[src/verilog/swt_consts.svh]
// constants for the bcd stopwatch timer: offsets, fields, reset values, timing
`ifndef SWT_CONSTS_SVH
`define SWT_CONSTS_SVH
`define SWT_ADDR_W        16
`define SWT_OFF_MS        16'hff4b
`define SWT_OFF_HS        16'hff4c
`define SWT_OFF_TS        16'hff4d
`define SWT_OFF_CTRL      16'hff4e
`define SWT_OFF_CFG       16'hff4f
`define SWT_CTRL_RUN_BIT  0
`define SWT_CTRL_RST_BIT  1
`define SWT_CTRL_CRNW_BIT 2
`define SWT_CFG_CKE_BIT   0
`define SWT_CFG_DIR_BIT   1
`define SWT_DIGIT_RST     4'h0
`define SWT_DIGIT_MAX     4'h9
`define SWT_OSC_DIV       32
`define SWT_SYS_HZ        50000000
`define SWT_OSC_HZ        32768
`define SWT_TICK_DIV      (`SWT_SYS_HZ / (2 * (`SWT_OSC_HZ / `SWT_OSC_DIV)))
`endif

[src/verilog/swt_pkg.sv]
// types for the bcd stopwatch timer
package swt_pkg;
	typedef logic [3:0] bcd_t;
	typedef enum logic [1:0] {
		HOLD_IDLE,
		HOLD_READ,
		HOLD_SPLIT
	} hold_e;
endpackage

[src/verilog/bcd_stopwatch_timer.sv]
// bcd stopwatch timer: prescaler, three bcd digits, capture buffer, run control
//
// The address-and-strobe port is this design's own decision.
`timescale 1ns/100ps
`include "swt_consts.svh"
module bcd_stopwatch_timer
	import swt_pkg::*;
#(
	parameter int TICK_DIV = `SWT_TICK_DIV	// sys clocks per oscillator/32 half-phase
) (
	input  wire logic                   sys_clk_i,    // 50 mhz system clock
	input  wire logic                   resetn_i,     // async reset, active low
	input  wire logic                   clk_en_i,     // freezes all state while low
	input  wire logic [`SWT_ADDR_W-1:0] addr_i,       // register address
	input  wire logic [3:0]             wdata_i,      // write data
	input  wire logic                   wr_i,         // write strobe
	input  wire logic                   rd_i,         // read strobe
	output logic [3:0]                  rdata_o,      // read data, cycle after rd_i
	input  wire logic                   split_key_i,  // split event pulse, one cycle
	input  wire logic                   run_key_i,    // direct run toggle pulse
	output logic                        carry_1hz_o,  // tenth digit wrap pulse
	output logic                        carry_10hz_o  // hundredth digit wrap pulse
);
	import swt_pkg::*;

	// overview of the data path:
	// - a reference divider stands in for the oscillator over 32
	// - its phase flag toggles every TICK_DIV enabled clocks
	// - the falling event of that phase is the 1024 hz prescaler input
	// - while running, the prescaler passes each falling event as a tick unless a drop waits
	// - a drop is armed whenever the count lands on a correction value
	// - ticks feed the millisecond digit, whose wrap feeds the hundredth digit
	// - the hundredth wrap feeds the tenth digit, whose wrap is the 1 hz carry
	// - the capture buffer copies all three digits in one clock
	// - a millisecond read or a split pulse loads the buffer
	// - the hold machine decides whether middle and top reads see the buffer
	// - run requests only reach the counters on a falling event
	//
	// hazards kept in mind:
	// - a read of the top digit and a split in one clock must keep the hold
	// - a counter reset and a tick in one clock: the reset wins
	// - a counter reset clears a pending drop and must not re-arm one by accident
	// - all state, the divider included, freezes while clk_en_i is low
	// - stopping the clock enable bit stops the divider where it stands

	// registers
	logic        cke_r, cke_nxt;
	logic        dir_r, dir_nxt;
	logic        run_req_r, run_req_nxt;
	logic        running_r, running_nxt;
	logic        crnw_r, crnw_nxt;
	logic        drop_r, drop_nxt;
	logic        ph_r;
	logic [31:0] div_r;
	bcd_t        dig_r [3];
	bcd_t        buf_r [3];
	hold_e       hold_r, hold_nxt;
	logic [3:0]  rdata_r;
	logic        c1_r, c10_r;

	// bus decode
	wire sel_ms   = (addr_i == `SWT_OFF_MS);
	wire sel_hs   = (addr_i == `SWT_OFF_HS);
	wire sel_ts   = (addr_i == `SWT_OFF_TS);
	wire sel_ctrl = (addr_i == `SWT_OFF_CTRL);
	wire sel_cfg  = (addr_i == `SWT_OFF_CFG);
	wire rd_ms    = rd_i & sel_ms;
	wire rd_ts    = rd_i & sel_ts;
	wire wr_ctrl  = wr_i & sel_ctrl;
	wire wr_cfg   = wr_i & sel_cfg;
	wire cnt_rst  = wr_ctrl & wdata_i[`SWT_CTRL_RST_BIT];

	// oscillator/32 reference divided from the system clock, gated by enable
	wire div_end  = (div_r == 32'(TICK_DIV - 1));
	wire fall_1k  = cke_r & div_end & ph_r;

	// prescaler: tick unless the correction drop is pending
	wire tick     = fall_1k & running_r & ~drop_r;

	// digit cascade carries
	wire wrap0    = tick & (dig_r[0] == `SWT_DIGIT_MAX);
	wire wrap1    = wrap0 & (dig_r[1] == `SWT_DIGIT_MAX);
	wire wrap2    = wrap1 & (dig_r[2] == `SWT_DIGIT_MAX);

	// correction table: twenty four values per thousand ticks
	// every value ends in nine, so the tick that lands on one starts
	// from an eight in the millisecond digit with the upper digits unchanged
	// the upper digits fall in two groups:
	// - tenth digit 0, 1, 4, 5, 8 or 9: hundredth digit 3 or 7
	// - tenth digit 2, 3, 6 or 7: hundredth digit 1, 5 or 9
	// that is six times two plus four times three, twenty four in all
	// the drop is armed by the landing tick and eats the next falling event
	wire [3:0] d1 = dig_r[1];
	wire [3:0] d2 = dig_r[2];
	wire grp_a    = (d2 == 4'h0) | (d2 == 4'h1) | (d2 == 4'h4) |
		(d2 == 4'h5) | (d2 == 4'h8) | (d2 == 4'h9);
	wire tens_a   = (d1 == 4'h3) | (d1 == 4'h7);
	wire tens_b   = (d1 == 4'h1) | (d1 == 4'h5) | (d1 == 4'h9);
	wire is_corr  = (dig_r[0] == 4'h8) & (grp_a ? tens_a : tens_b);
	wire arm_drop = tick & is_corr & ~cnt_rst;

	// capture triggers
	wire cap_read  = rd_ms;
	wire cap_split = split_key_i;
	wire capture   = cap_read | cap_split;

	// read path notes:
	// - the millisecond digit always reads live; its read is the capture
	// - middle and top digits read the buffer only while a hold stands
	// - without a hold they read live, which may tear while running
	// - the counter reset bit never reads back; the renewal flag does
	// - unmapped addresses read as zero
	// - read data leave a flop one clock after the strobe, else zero
	// live or buffered digit for reads
	wire held      = (hold_r != HOLD_IDLE);
	wire [3:0] hs_v = held ? buf_r[1] : dig_r[1];
	wire [3:0] ts_v = held ? buf_r[2] : dig_r[2];
	wire [3:0] ctrl_v = {1'b0, crnw_r, 1'b0, running_r};
	wire [3:0] cfg_v  = {2'b00, dir_r, cke_r};
	wire [3:0] rd_mux =
		sel_ms   ? dig_r[0] :
		sel_hs   ? hs_v :
		sel_ts   ? ts_v :
		sel_ctrl ? ctrl_v :
		sel_cfg  ? cfg_v : 4'h0;

	// configuration and run request
	always_comb begin
		cke_nxt     = cke_r;
		dir_nxt     = dir_r;
		run_req_nxt = run_req_r;
		if (wr_cfg) begin
			cke_nxt = wdata_i[`SWT_CFG_CKE_BIT];
			dir_nxt = wdata_i[`SWT_CFG_DIR_BIT];
		end
		if (dir_r) begin
			if (run_key_i) begin
				run_req_nxt = ~run_req_r;
			end
		end else if (wr_ctrl) begin
			run_req_nxt = wdata_i[`SWT_CTRL_RUN_BIT];
		end
	end

	// running state follows request only on the 1024 hz falling edge
	always_comb begin
		running_nxt = running_r;
		if (fall_1k) begin
			running_nxt = run_req_r;
		end
	end

	// drop flag: set on a correction value, consumed by next falling edge
	always_comb begin
		drop_nxt = drop_r;
		if (fall_1k & running_r & drop_r) begin
			drop_nxt = 1'b0;
		end else if (tick) begin
			drop_nxt = 1'b0;
		end
		if (cnt_rst) begin
			drop_nxt = 1'b0;
		end
	end

	// hold state machine
	// - idle: no hold, middle and top reads go live
	// - read: buffer loaded by a read or a fresh split, top read releases
	// - split: buffer renewed during a hold, top read keeps the hold
	// - only a new millisecond read leaves the split state
	// the renewal flag is rewritten on every top read, so software can
	// tell whether the three words it just read belong together
	always_comb begin
		hold_nxt = hold_r;
		crnw_nxt = crnw_r;
		case (hold_r)
			HOLD_IDLE: begin
				if (capture) begin
					hold_nxt = HOLD_READ;
				end
			end
			HOLD_READ: begin
				if (cap_split) begin
					hold_nxt = HOLD_SPLIT;
				end else if (rd_ts) begin
					hold_nxt = HOLD_IDLE;
				end
			end
			HOLD_SPLIT: begin
				if (cap_read) begin
					hold_nxt = HOLD_READ;
				end
			end
			default: begin
				hold_nxt = HOLD_IDLE;
			end
		endcase
		if (rd_ts) begin
			crnw_nxt = (hold_r == HOLD_SPLIT);
		end
		if (held & rd_ts & cap_split) begin
			hold_nxt = HOLD_SPLIT;
		end
	end

	// control flops
	always_ff @(posedge sys_clk_i or negedge resetn_i) begin
		if (!resetn_i) begin
			cke_r     <= 1'b0;
			dir_r     <= 1'b0;
			run_req_r <= 1'b0;
			running_r <= 1'b0;
			drop_r    <= 1'b0;
			hold_r    <= HOLD_IDLE;
			crnw_r    <= 1'b0;
		end else if (clk_en_i) begin
			cke_r     <= cke_nxt;
			dir_r     <= dir_nxt;
			run_req_r <= run_req_nxt;
			running_r <= running_nxt;
			drop_r    <= drop_nxt | arm_drop;
			hold_r    <= hold_nxt;
			crnw_r    <= crnw_nxt;
		end
	end

	// reference divider, stopped while the stopwatch clock is disabled
	// one full phase is two TICK_DIV spans, so the falling event repeats
	// at the oscillator over 32 rate; the default sets that near 1024 hz
	// a disabled clock keeps divider, phase and pending drop as they are
	always_ff @(posedge sys_clk_i or negedge resetn_i) begin
		if (!resetn_i) begin
			div_r <= 32'h0;
			ph_r  <= 1'b0;
		end else if (clk_en_i & cke_r) begin
			div_r <= div_end ? 32'h0 : div_r + 32'h1;
			ph_r  <= div_end ? ~ph_r : ph_r;
		end
	end

	// digit counters, one generate stage each
	// stage zero counts ticks, stage one counts stage zero wraps and
	// stage two counts stage one wraps; the buffer copy of each stage
	// sits beside it so all three load on the same edge
	// a counter reset clears only the live digits, never the buffer
	genvar g;
	generate
		for (g = 0; g < 3; g++) begin : g_dig
			wire inc = (g == 0) ? tick : (g == 1) ? wrap0 : wrap1;
			wire top = (dig_r[g] == `SWT_DIGIT_MAX);
			always_ff @(posedge sys_clk_i or negedge resetn_i) begin
				if (!resetn_i) begin
					dig_r[g] <= `SWT_DIGIT_RST;
					buf_r[g] <= `SWT_DIGIT_RST;
				end else if (clk_en_i) begin
					if (cnt_rst) begin
						dig_r[g] <= `SWT_DIGIT_RST;
					end else if (inc) begin
						dig_r[g] <= top ? `SWT_DIGIT_RST : dig_r[g] + 4'h1;
					end
					if (capture) begin
						buf_r[g] <= dig_r[g];
					end
				end
			end
		end
	endgenerate

	// read data and carry pulses
	// carries are one clock long and suppressed by a counter reset
	always_ff @(posedge sys_clk_i or negedge resetn_i) begin
		if (!resetn_i) begin
			rdata_r <= 4'h0;
			c1_r    <= 1'b0;
			c10_r   <= 1'b0;
		end else if (clk_en_i) begin
			rdata_r <= rd_i ? rd_mux : 4'h0;
			c1_r    <= wrap2 & ~cnt_rst;
			c10_r   <= wrap1 & ~cnt_rst;
		end
	end

	assign rdata_o      = rdata_r;
	assign carry_1hz_o  = c1_r;
	assign carry_10hz_o = c10_r;
endmodule

[config.mk]
export PLATFORM = sky130hd
export DESIGN_NAME = bcd_stopwatch_timer
export DESIGN_NICKNAME = d
export VERILOG_FILES = /design/src/verilog/swt_pkg.sv /design/src/verilog/bcd_stopwatch_timer.sv
export VERILOG_INCLUDE_DIRS = /design/src /design/src/verilog
export SDC_FILE = /design/constraint.sdc
export NUM_CORES = 1
export LEC_CHECK = 0
export ABC_AREA = 0
export BUFFER_PORTS_ARGS = -buffer_cell sky130_fd_sc_hd__buf_4
export CAP_MARGIN = 20
export CORE_MARGIN = 4
export CORE_UTILIZATION = 45
export CTS_CLUSTER_SIZE = 14
export DETAILED_ROUTE_END_ITERATION = 10
export GPL_TIMING_DRIVEN = 1
export PLACE_DENSITY = 0.69
export SYNTH_ARGS = -nofsm -noshare
export SYNTH_HDL_FRONTEND = slang
export SYNTH_SLANG_ARGS = --single-unit
[constraint.sdc]
create_clock -name sys_clk_i -period 3.55 [get_ports sys_clk_i]
set_input_delay 0.1775 -clock sys_clk_i [delete_from_list [all_inputs] [get_ports sys_clk_i]]
set_output_delay 0.1775 -clock sys_clk_i [all_outputs]
set_load 0.01 [all_outputs]
==> results of run 1 <==
==> power groups by stage <==
stage               logic (mW)  clock network, mW  registers [mW]
finish                   0.119              0.645           0.801
global route             0.133              0.694           0.802
CTS                      0.121              0.658           0.799
detailed placement       0.120                  0           0.814
global placement         0.117                  0           0.813
floorplan               0.0701                  0           0.805
==> layout make-up <==
| type | count | area (um^2) | share of cell area |
|---|---|---|---|
| Clock buffer | 9 | 124 | 0.0302 |
| Timing Repair Buffer | 33 | 250 | 0.0610 |
| Tap cell | 102 | 128 | 0.0311 |
| Inverter | 12 | 45.0 | 0.0110 |
| Clock inverter | 7 | 76.3 | 0.0186 |
| Multi-Input combinational cell | 273 | 1810 | 0.440 |
| Sequential cell | 67 | 1680 | 0.408 |
==> per-layer routing <==
layer	GRT usage	share of wire
met5	0	0
met3	0.0380	0.052
met4	0.0734	0.014
met2	0.255	0.45
met1	0.235	0.48
==> per-stage QoR <==
step / utilization / cells / setup WS, ps
floorplan: - / 365 / 1020
global placement: 0.504 / 486 / 733
detailed placement: 0.504 / 486 / 682
CTS: 0.531 / 503 / 801
global route: 0.531 / 503 / 593
finish: 0.531 / 503 / 733
==> synthesized netlist by cell type, types with 2 or more instances <==
cell	number	area (um^2)
dfrtp_1	67	1680
nand2_1	42	158
nand3_1	26	130
o21ai_0	25	125
nor2_1	23	86.3
xnor2_1	20	175
mux2_2	14	158
clkbuf_1	12	45.0
inv_1	12	45.0
nand4_1	12	75.1
xor2_1	10	87.6
and3_1	9	56.3
a21oi_1	8	40.0
and4_1	6	52.6
nor3_1	6	30.0
nor4_1	6	37.5
o31ai_1	6	45.0
ha_1	4	50.1
mux2i_1	4	40.0
nand2b_1	4	25.0
or4_1	4	30.0
a21boi_0	3	22.5
a21o_1	3	22.5
a22oi_1	3	22.5
mux4_2	3	67.6
nor2b_1	3	18.8
a22o_1	2	17.5
a31oi_1	2	12.5
nand3b_1	2	15.0
nor4b_1	2	17.5
o211ai_1	2	15.0
or2_2	2	12.5
==> sequential cells by signal (all words and copies together) (netlist names) <==
signal	cells
running_r	1
run_req_r	1
rdata_o	4
crnw_r	1
dig_r	4
hold_r	2
drop_r	1
carry_10hz_o	1
buf_r	8
d1	4
cke_r	1
d2	4
dir_r	1
ph_r	1
carry_1hz_o	1
div_r	32
==> worst max-delay path, delay by kind of cell, from the launching register on <==
family	cells	cell delay, ps
simple gates	4	1920
flops	1	420
compound gates	2	380
==> cells by family (layout without fill, tap and decap cells) <==
| kind of cell | after synthesis | after routing |
|---|---|---|
| buf+inv | 25 | 61 |
| fa+ha+maj | 4 | 4 |
| compound gates | 60 | 60 |
| mux | 21 | 21 |
| simple gates | 158 | 158 |
| xor+xnor | 30 | 30 |
| flops | 67 | 67 |
==> path summary, 6_finish.rpt <==
kind / start / to / slack (ps) / cells past startpoint
hold / removal: wdata_i[1] / dir_r$_DFFE_PN0P_ / 70 / 2
max in group asynchronous: resetn_i / running_r$_DFFE_PN0P_ / 2520 / 2
min in group asynchronous: resetn_i / carry_10hz_o$_DFFE_PN0P_ / 460 / 2
setup reg to reg: div_r[25]$_DFFE_PN0P_ / dig_r[10]$_DFFE_PN0P_ / 730 / 6
setup / recovery: div_r[25]$_DFFE_PN0P_ / dig_r[10]$_DFFE_PN0P_ / 730 / 6
hold reg to reg: div_r[31]$_DFFE_PN0P_ / div_r[31]$_DFFE_PN0P_ / 470 / 1
==> layout by cell type, fill, tap and decap left out, types with 2 or more instances in the layout <==
| cell type | instances |
|---|---|
| mux2_2 | 14 |
| and4_1 | 6 |
| clkbuf_8 | 9 |
| xnor2_1 | 20 |
| nand3_1 | 26 |
| ha_1 | 4 |
| nor4b_1 | 2 |
| a31oi_1 | 2 |
| a21oi_1 | 8 |
| dfrtp_1 | 67 |
| o31ai_1 | 6 |
| clkinv_4 | 2 |
| o21ai_0 | 25 |
| a22o_1 | 2 |
| nand4_1 | 12 |
| xor2_1 | 10 |
| or4_1 | 4 |
| nor4_1 | 5 |
| mux4_2 | 3 |
| and3_1 | 9 |
| nand3b_1 | 2 |
| nor2b_1 | 3 |
| nor2_1 | 23 |
| nand2_1 | 42 |
| a21boi_0 | 3 |
| a22oi_1 | 3 |
| mux2i_1 | 4 |
| a21o_1 | 3 |
| nand2b_1 | 4 |
| clkinvlp_4 | 2 |
| inv_1 | 12 |
| buf_4 | 32 |
| or2_2 | 2 |
| o211ai_1 | 2 |
| nor3_1 | 6 |
==> repair_timing <==
item	4_1_cts	5_1_grt
hold buffers	1	0
setup endpoints to repair	0	0
endpoints found under the hold margin	67	0
==> impl_metrics.env, run 1 <==
export IMPL_run_status="finished clean"
export IMPL_boundaryPins=33
export IMPL_finalSetupViolCount=0
export IMPL_seq_area_frac_synth=0.469
export IMPL_area_delta_synth_final_pct=14.9
export IMPL_syn_area_per_cell_um2=9.79
export IMPL_cts_max_level=3
export IMPL_dp_hpwl_um=5500
export IMPL_drive_gt1_frac=0.177
export IMPL_ant_nets=0
export IMPL_grt_pass1_wl_um=13100
export IMPL_wl_per_cell_um=15.3
export IMPL_crit_arrival_ps=3060
export IMPL_worst_slew_pin_slew_ps=890
export IMPL_worst_hold_slack_ps=65.3
export IMPL_worstPathCellList="or4_1 > or4_4 > nor4_1 > a31oi_1 > or2_1 > o31ai_1"
export IMPL_path_max_fanout=5
export IMPL_swShare=0.260
export IMPL_ir_drop_mv=0.274
export IMPL_grt_max_degree=68
export IMPL_finalPower_mw=1.56
export IMPL_skew_ps=21.4
export IMPL_slowest_stage="or4_4"
export IMPL_clk_insertion_delay_late_ps=350
export IMPL_p_switching_mw=0.407
export IMPL_postCtsSetupBuffers=0
export IMPL_antenna_found_initial=0
export IMPL_critPathMaxStageDelay_ps=580
export IMPL_cts_sinks=67
export IMPL_clockBufferDepth=2
export IMPL_synth_simple_area_share=0.238
export IMPL_synth_fa_ha_area_frac=0.0140
export IMPL_synth_edf_count=0
export IMPL_yosys_area_share_xor_xnor=0.0735
export IMPL_num_fill_cells=664
export IMPL_gr_total_overflow=0
export IMPL_antenna_cells=0
export IMPL_place_area_um2=3890
export IMPL_synthCells=365
export IMPL_cts_root_buffer="clkbuf_8"
export IMPL_wl_um=7720
export IMPL_power_per_cell_area_nw_per_um2=381
export IMPL_synth_nets=396
export IMPL_design_area_um2=4110
export IMPL_cp_end_kind="register"
export IMPL_num_vias=2847
export IMPL_synth_mux_area_fraction=0.0742
export IMPL_rows=32
export IMPL_clkPwrFrac=0.412
export IMPL_cap_violations=0
export IMPL_path_clk_slew_ps=90
export IMPL_fin_crit_ps=2820
export IMPL_drtIter0Drc=152
export IMPL_drc=0
export IMPL_hold_class="in -> reg"
export IMPL_dieWidth_um=97.1
export IMPL_ys_ff_latch=67
export IMPL_firstDrtPassIters=4
export IMPL_intPower_mw=1.16
export IMPL_period_share=0.794
export IMPL_required_ps=3790
export IMPL_dieArea_um2=9430
export IMPL_leakagePower_nw=1.85
export IMPL_cts_resized=0
export IMPL_synth_compound_area_frac=0.104
export IMPL_slew_headroom=0.401
export IMPL_routed_via_density=5.66
export IMPL_combPwrFrac=0.076
export IMPL_final_hold_violation_count=0
export IMPL_criticalPathCategory="reg -> reg"
export IMPL_mappedNetlistArea_um2=3570
export IMPL_die_h_um=97.1
export IMPL_num_nets_final=427
export IMPL_grt_pass1_vias=2751
export IMPL_timing_fmax_mhz=355
export IMPL_start_kind="register"
export IMPL_core_area_um2=7730
export IMPL_synthArstFlopShare=1.00
export IMPL_synth_cell_types=50
export IMPL_start_util=0.462
export IMPL_gp_congestion=0.838
export IMPL_setup_tns_ps=0
export IMPL_synthFlopType="dfrtp_1"
export IMPL_cts_buffers=9
export IMPL_portBuffers=30
export IMPL_synth_top_family_by_area="simple AND/OR/NAND/NOR gates"
export IMPL_yosys_warnings=0
export IMPL_cts_tree="yes"
export IMPL_grt_usage=0.170
export IMPL_seqPwrFrac=0.512
export IMPL_rsz0062_at_grt="false"
export IMPL_drv_slew=0
Note: power is estimated with default switching activity, not from simulation.
==> run 2, diff against run 1 <==
--- a/config.mk
+++ b/config.mk
@@ -6,7 +6,7 @@
 export SDC_FILE = /design/constraint.sdc
 export NUM_CORES = 1
 export LEC_CHECK = 0
-export ABC_AREA = 0
+export ABC_AREA = 1
 export BUFFER_PORTS_ARGS = -buffer_cell sky130_fd_sc_hd__buf_4
 export CAP_MARGIN = 20
 export CORE_MARGIN = 4
@@ -14,7 +14,7 @@
 export CTS_CLUSTER_SIZE = 14
 export DETAILED_ROUTE_END_ITERATION = 10
 export GPL_TIMING_DRIVEN = 1
-export PLACE_DENSITY = 0.69
+export PLACE_DENSITY = 0.71
 export SYNTH_ARGS = -nofsm -noshare
 export SYNTH_HDL_FRONTEND = slang
 export SYNTH_SLANG_ARGS = --single-unit
==> constraint.sdc (replaced) <==
create_clock -name sys_clk_i -period 2.35 [get_ports sys_clk_i]
set_input_delay 0.1175 -clock sys_clk_i [delete_from_list [all_inputs] [get_ports sys_clk_i]]
set_output_delay 0.1175 -clock sys_clk_i [all_outputs]
set_load 0.01 [all_outputs]
==> impl_metrics.env, run 2 <==
export IMPL_run_status="finished clean"
export IMPL_boundaryPins=33
export IMPL_clkPwrFrac=0.398
export IMPL_setup_tns_ps=0
export IMPL_slew_headroom=0.434
export IMPL_critPathMostFrequentCell="nand2_1"
export IMPL_synth_most_common_cell="nand2_1"
export IMPL_clockBufferDepth=2
export IMPL_synthFlopType="dfrtp_1"
export IMPL_clk_insertion_delay_late_ps=340
export IMPL_synth_nets=584
export IMPL_reg2reg_from="div_r[26]$_DFFE_PN0P_"
export IMPL_num_vias=3699
export IMPL_wl_um=9360
export IMPL_start_util=0.467
export IMPL_core_area_um2=8850
export IMPL_yosys_area_top_type="dfrtp_1"
export IMPL_layout_commonest_cell="nand2_1"
export IMPL_skew_ps=12.9
export IMPL_path_max_fanout=7
export IMPL_r2r_cells=10
export IMPL_routed_via_density=5.24
export IMPL_gp_congestion=0.923
export IMPL_critPathMaxStageDelay_ps=450
export IMPL_ys_top_cells_by_count="nand2_1 (133), inv_1 (75), dfrtp_1 (67)"
export IMPL_swShare=0.288
export IMPL_leakagePower_nw=2.36
export IMPL_path_clk_slew_ps=70
export IMPL_wl_per_cell_um=13.3
export IMPL_drive_gt1_frac=0.149
export IMPL_design_area_um2=4750
export IMPL_period_share=0.790
export IMPL_grt_max_degree=68
export IMPL_mappedNetlistArea_um2=4130
export IMPL_ys_ff_latch=67
export IMPL_final_cell_mix="nand2_1 (133), inv_1 (75), dfrtp_1 (67), nor2_1 (61), nand3_1 (37)"
export IMPL_power_per_cell_area_nw_per_um2=632
export IMPL_criticalPathCategory="reg -> reg"
export IMPL_synthCells=553
export IMPL_grt_usage=0.184
export IMPL_holdBufCountCts=1
export IMPL_gr_total_overflow=0
export IMPL_slowest_stage="dfrtp_1"
export IMPL_post_route_util=0.536
export IMPL_die_h_um=104
export IMPL_seq_area_frac_synth=0.406
export IMPL_ir_drop_mv=0.345
export IMPL_cts_tree="yes"
export IMPL_ant_nets=0
export IMPL_cp_end_kind="register"
export IMPL_finalSetupViolCount=0
export IMPL_cts_max_level=3
export IMPL_place_area_um2=4490
export IMPL_hold_class="in -> reg"
export IMPL_cts_root_buffer="clkbuf_8"
export IMPL_cts_sinks=67
export IMPL_reg2reg_setup_slack_ps=490
export IMPL_num_nets_final=624
export IMPL_grt_pass1_wl_um=16500
export IMPL_portBuffers=30
export IMPL_synth_area_top_cells="dfrtp_1 (41%), nand2_1 (12%), inv_1 (6.8%)"
export IMPL_rows=34
export IMPL_largest_register_ffs=32
export IMPL_syn_area_per_cell_um2=7.48
export IMPL_worstPathCellList="nor2_1 > nand2_1 > nor2_2 > nand2_2 > nor2_4 > nand2_1 > inv_1 > nand2_1 > nand2_1 > o21ai_0"
export IMPL_worst_slew_pin_slew_ps=849
export IMPL_dp_hpwl_um=7040
export IMPL_hp_start="wdata_i[0]"
export IMPL_postCtsSetupBuffers=0
export IMPL_crit_arrival_ps=2070
export IMPL_synth_cell_types=38
export IMPL_combPwrFrac=0.161
export IMPL_intPower_mw=2.13
export IMPL_firstDrtPassIters=5
export IMPL_synthArstFlopShare=1.00
export IMPL_whs_path_depth=3
export IMPL_yosysTopAreaCellShare=0.406
export IMPL_area_delta_synth_final_pct=14.8
export IMPL_drv_slew=0
export IMPL_yosys_warnings=0
export IMPL_drc=0
export IMPL_antenna_cells=0
export IMPL_ff_latch_area_um2=1680
export IMPL_final_hold_violation_count=0
export IMPL_worstSetupStartpoint="div_r[26]$_DFFE_PN0P_"
export IMPL_regMostFlops="div_r"
export IMPL_multi_input_area_um2=2150
export IMPL_cap_violations=0
export IMPL_cts_buffers=9
export IMPL_antenna_found_initial=0
export IMPL_timing_fmax_mhz=539
export IMPL_grt_pass1_vias=3564
export IMPL_rsz0062_at_grt="false"
export IMPL_num_fill_cells=823
export IMPL_synth_edf_count=0
export IMPL_drtIter0Drc=248
export IMPL_start_kind="register"
export IMPL_dieWidth_um=104
export IMPL_cts_resized=0
export IMPL_p_switching_mw=0.865
export IMPL_fin_crit_ps=1860
export IMPL_top_regs="div_r: 32 flops, buf_r: 8 flops"
export IMPL_dieArea_um2=10800
export IMPL_required_ps=2570
export IMPL_seqPwrFrac=0.441
## run 2: final cells by class
type / count / area share
inverters: 77 / 0.0609
well taps: 108 / 0.0285
clock inverters: 6 / 0.0235
multi-input cells: 406 / 0.454
flip-flops and latches: 67 / 0.353
clock buffers: 10 / 0.0290
repair buffers: 32 / 0.0511
## run 2: power groups by stage
stage / clock, mW / combinational, mW / sequential, mW
after CTS: 1.22 / 0.482 / 1.32
after detailed placement: 0 / 0.476 / 1.34
after floorplan: 0 / 0.332 / 1.32
after global routing: 1.28 / 0.560 / 1.34
after global placement: 0 / 0.468 / 1.34
final: 1.19 / 0.482 / 1.32
## run 2: cell families (layout without fill, tap and decap cells)
logic type               count (synthesis)  after routing  synth area share
multiplexers                             1              1           0.00242
adder cells (fa/ha/maj)                  4              4            0.0121
buffers and inverters                   80            125            0.0732
XOR/XNOR                                23             23            0.0487
flip-flops                              67             67             0.406
AO/OA/AOI/OAI                           67             67            0.0899
AND/OR/NAND/NOR                        311            311             0.368
## run 2: worst max-delay path: cells and delay by family, from the launching register on
family | cells | cell delay, ps
AO/OA/AOI/OAI | 1 | 70
buffers and inverters | 1 | 190
flip-flops | 1 | 450
AND/OR/NAND/NOR | 8 | 1030
## run 2: per-layer routing
metal / routed length [um] / GRT usage / up-vias
met5: 0 / 0 / -
met4: 230 / 0.0817 / 0
met3: 441 / 0.0317 / 22
met2: 4010 / 0.274 / 101
met1: 4680 / 0.262 / 1695
li1: - / - / 1881
## run 2: final timing paths
kind                                          to
setup / recovery           running_r$_DFFE_PN0P_
hold / removal                 cke_r$_DFFE_PN0P_
setup reg to reg           running_r$_DFFE_PN0P_
hold reg to reg            div_r[31]$_DFFE_PN0P_
max in group asynchronous  dig_r[10]$_DFFE_PN0P_
min in group asynchronous  div_r[10]$_DFFE_PN0P_
## run 2: stage by stage
step	setup WS [ps]	total power, mW	hold slack (ps)	cells
global route	278	3.17	59.2	706
finish	493	3.00	63.1	706
detailed placement	518	1.82	289	689
CTS	497	3.02	57.8	706
floorplan	839	1.65	-178	553
global placement	540	1.81	280	689
==> run 3, diff against run 2 <==
--- a/config.mk
+++ b/config.mk
@@ -14,7 +14,7 @@
 export CTS_CLUSTER_SIZE = 14
 export DETAILED_ROUTE_END_ITERATION = 10
 export GPL_TIMING_DRIVEN = 1
-export PLACE_DENSITY = 0.71
+export PLACE_DENSITY = 0.69
 export SYNTH_ARGS = -nofsm -noshare
 export SYNTH_HDL_FRONTEND = slang
 export SYNTH_SLANG_ARGS = --single-unit
==> constraint.sdc (replaced) <==
create_clock -name sys_clk_i -period 1.85 [get_ports sys_clk_i]
set_input_delay 0.0925 -clock sys_clk_i [delete_from_list [all_inputs] [get_ports sys_clk_i]]
set_output_delay 0.0925 -clock sys_clk_i [all_outputs]
set_load 0.01 [all_outputs]
==> impl_metrics.env, run 3 (synthesized netlist as in run 2, its figures left out) <==
export IMPL_run_status="finished clean"
export IMPL_cts_max_level=3
export IMPL_crit_arrival_ps=1960
export IMPL_die_h_um=104
export IMPL_firstDrtPassIters=5
export IMPL_finalPower_mw=3.73
export IMPL_ant_nets=0
export IMPL_path_max_fanout=5
export IMPL_clk_insertion_delay_late_ps=340
export IMPL_criticalPathCategory="reg -> reg"
export IMPL_design_area_um2=5010
export IMPL_gr_total_overflow=0
export IMPL_grt_usage=0.188
export IMPL_num_vias=3863
export IMPL_cp_end_kind="register"
export IMPL_cts_buffers=9
export IMPL_drive_gt1_frac=0.214
export IMPL_wl_per_cell_um=13.5
export IMPL_hp_start="wdata_i[0]"
export IMPL_largest_register_ffs=32
export IMPL_required_ps=2070
export IMPL_worstPathCellList="buf_4 > nand3_1 > nor2_2 > nand3_2 > nor2_4 > nand2_4 > nor3_4 > nand3_1 > xnor2_1"
export IMPL_dp_hpwl_um=7390
export IMPL_ir_drop_mv=0.388
export IMPL_whs_path_depth=3
export IMPL_leakagePower_nw=2.50
export IMPL_worstSetupStartpoint="div_r[1]$_DFFE_PN0P_"
export IMPL_gp_congestion=0.897
export IMPL_area_delta_synth_final_pct=21.2
export IMPL_timing_fmax_mhz=576
export IMPL_worst_hold_slack_ps=12.3
export IMPL_portBuffers=30
export IMPL_final_cell_mix="nand2_1 (132), inv_1 (74), dfrtp_1 (62), buf_4 (57), nor2_1 (54)"
export IMPL_top_regs="div_r: 32 flops, buf_r: 8 flops"
export IMPL_regMostFlops="div_r"
export IMPL_num_nets_final=651
export IMPL_skew_ps=9.43
export IMPL_reg2reg_from="div_r[1]$_DFFE_PN0P_"
export IMPL_wl_um=9900
export IMPL_power_per_cell_area_nw_per_um2=744
export IMPL_layout_commonest_cell="nand2_1"
export IMPL_r2r_cells=9
export IMPL_slowest_stage="dfrtp_1"
export IMPL_drc=0
export IMPL_drtIter0Drc=212
export IMPL_rsz0062_at_grt="true"
export IMPL_start_util=0.467
export IMPL_slew_headroom=0.659
export IMPL_antenna_cells=0
export IMPL_dieWidth_um=104
export IMPL_cap_violations=0
export IMPL_start_kind="register"
export IMPL_antenna_found_initial=0
export IMPL_cts_sinks=67
export IMPL_cts_root_buffer="clkbuf_8"
export IMPL_fin_crit_ps=1740
export IMPL_grt_pass1_vias=3533
export IMPL_path_clk_slew_ps=70
export IMPL_routed_via_density=5.27
export IMPL_core_area_um2=8850
export IMPL_critPathMostFrequentCell="nand3_1"
export IMPL_hold_class="in -> reg"
export IMPL_setup_tns_ps=0
export IMPL_place_area_um2=4580
export IMPL_critPathMaxStageDelay_ps=370
export IMPL_final_hold_violation_count=0
export IMPL_boundaryPins=33
export IMPL_drv_slew=0
export IMPL_dieArea_um2=10800
export IMPL_rows=34
export IMPL_clockBufferDepth=2
export IMPL_cts_tree="yes"
export IMPL_post_route_util=0.566
export IMPL_period_share=0.939
export IMPL_finalSetupViolCount=0
export IMPL_grt_pass1_wl_um=16800
export IMPL_grt_max_degree=39
export IMPL_worst_slew_pin_slew_ps=511
[run 3: path summary, 6_finish.rpt]
path / to / slack (ps)
max: div_r[25]$_DFFE_PN0P_ / 110
min: cke_r$_DFFE_PN0P_ / 10
max reg2reg: div_r[25]$_DFFE_PN0P_ / 110
min reg2reg: buf_r[5]$_DFFE_PN0P_ / 480
max in group asynchronous: div_r[22]$_DFFE_PN0P_ / 1020
min in group asynchronous: div_r[3]$_DFFE_PN0P_ / 270
[run 3: final cells by class]
class | count | area [um^2]
Timing Repair Buffer | 59 | 458
Clock inverter | 4 | 73.8
Inverter | 77 | 292
Clock buffer | 12 | 145
Sequential cell | 67 | 1680
Multi-Input combinational cell | 406 | 2220
Fill cell | 822 | 3840
Tap cell | 108 | 135
[run 3: timing repair]
item	CTS	global route
gates resized for setup	0	26
buffers inserted	0	16
setup endpoints to repair	0	14
hold buffers	1	0
endpoints found under the hold margin	37	0
[run 3: worst max-delay path: cells and delay by family (launching register included)]
kind | cells | cell delay, ps
AND/OR/NAND/NOR | 7 | 990
flip-flops | 1 | 370
XOR/XNOR | 1 | 140
buffers and inverters | 1 | 120
[run 3: power by group]
group	internal, mW	switching, mW
Clock	0.798	0.572
Combinational	0.262	0.414
Sequential	1.56	0.117
Total	2.62	1.10
[run 3: per-stage QoR]
step | cells | worst slack (ps)
floorplan | 553 | 339
global placement | 700 | 170
detailed placement | 700 | 119
CTS | 717 | 111
global route | 733 | -35.8
finish | 733 | 113
[run 3: layer usage]
metal	global-route usage	routed length (um)	share of wire
met1	0.280	4850	0.49
met4	0.0693	178	0.018
met2	0.278	4360	0.44
met3	0.0255	514	0.052
met5	0	0	0
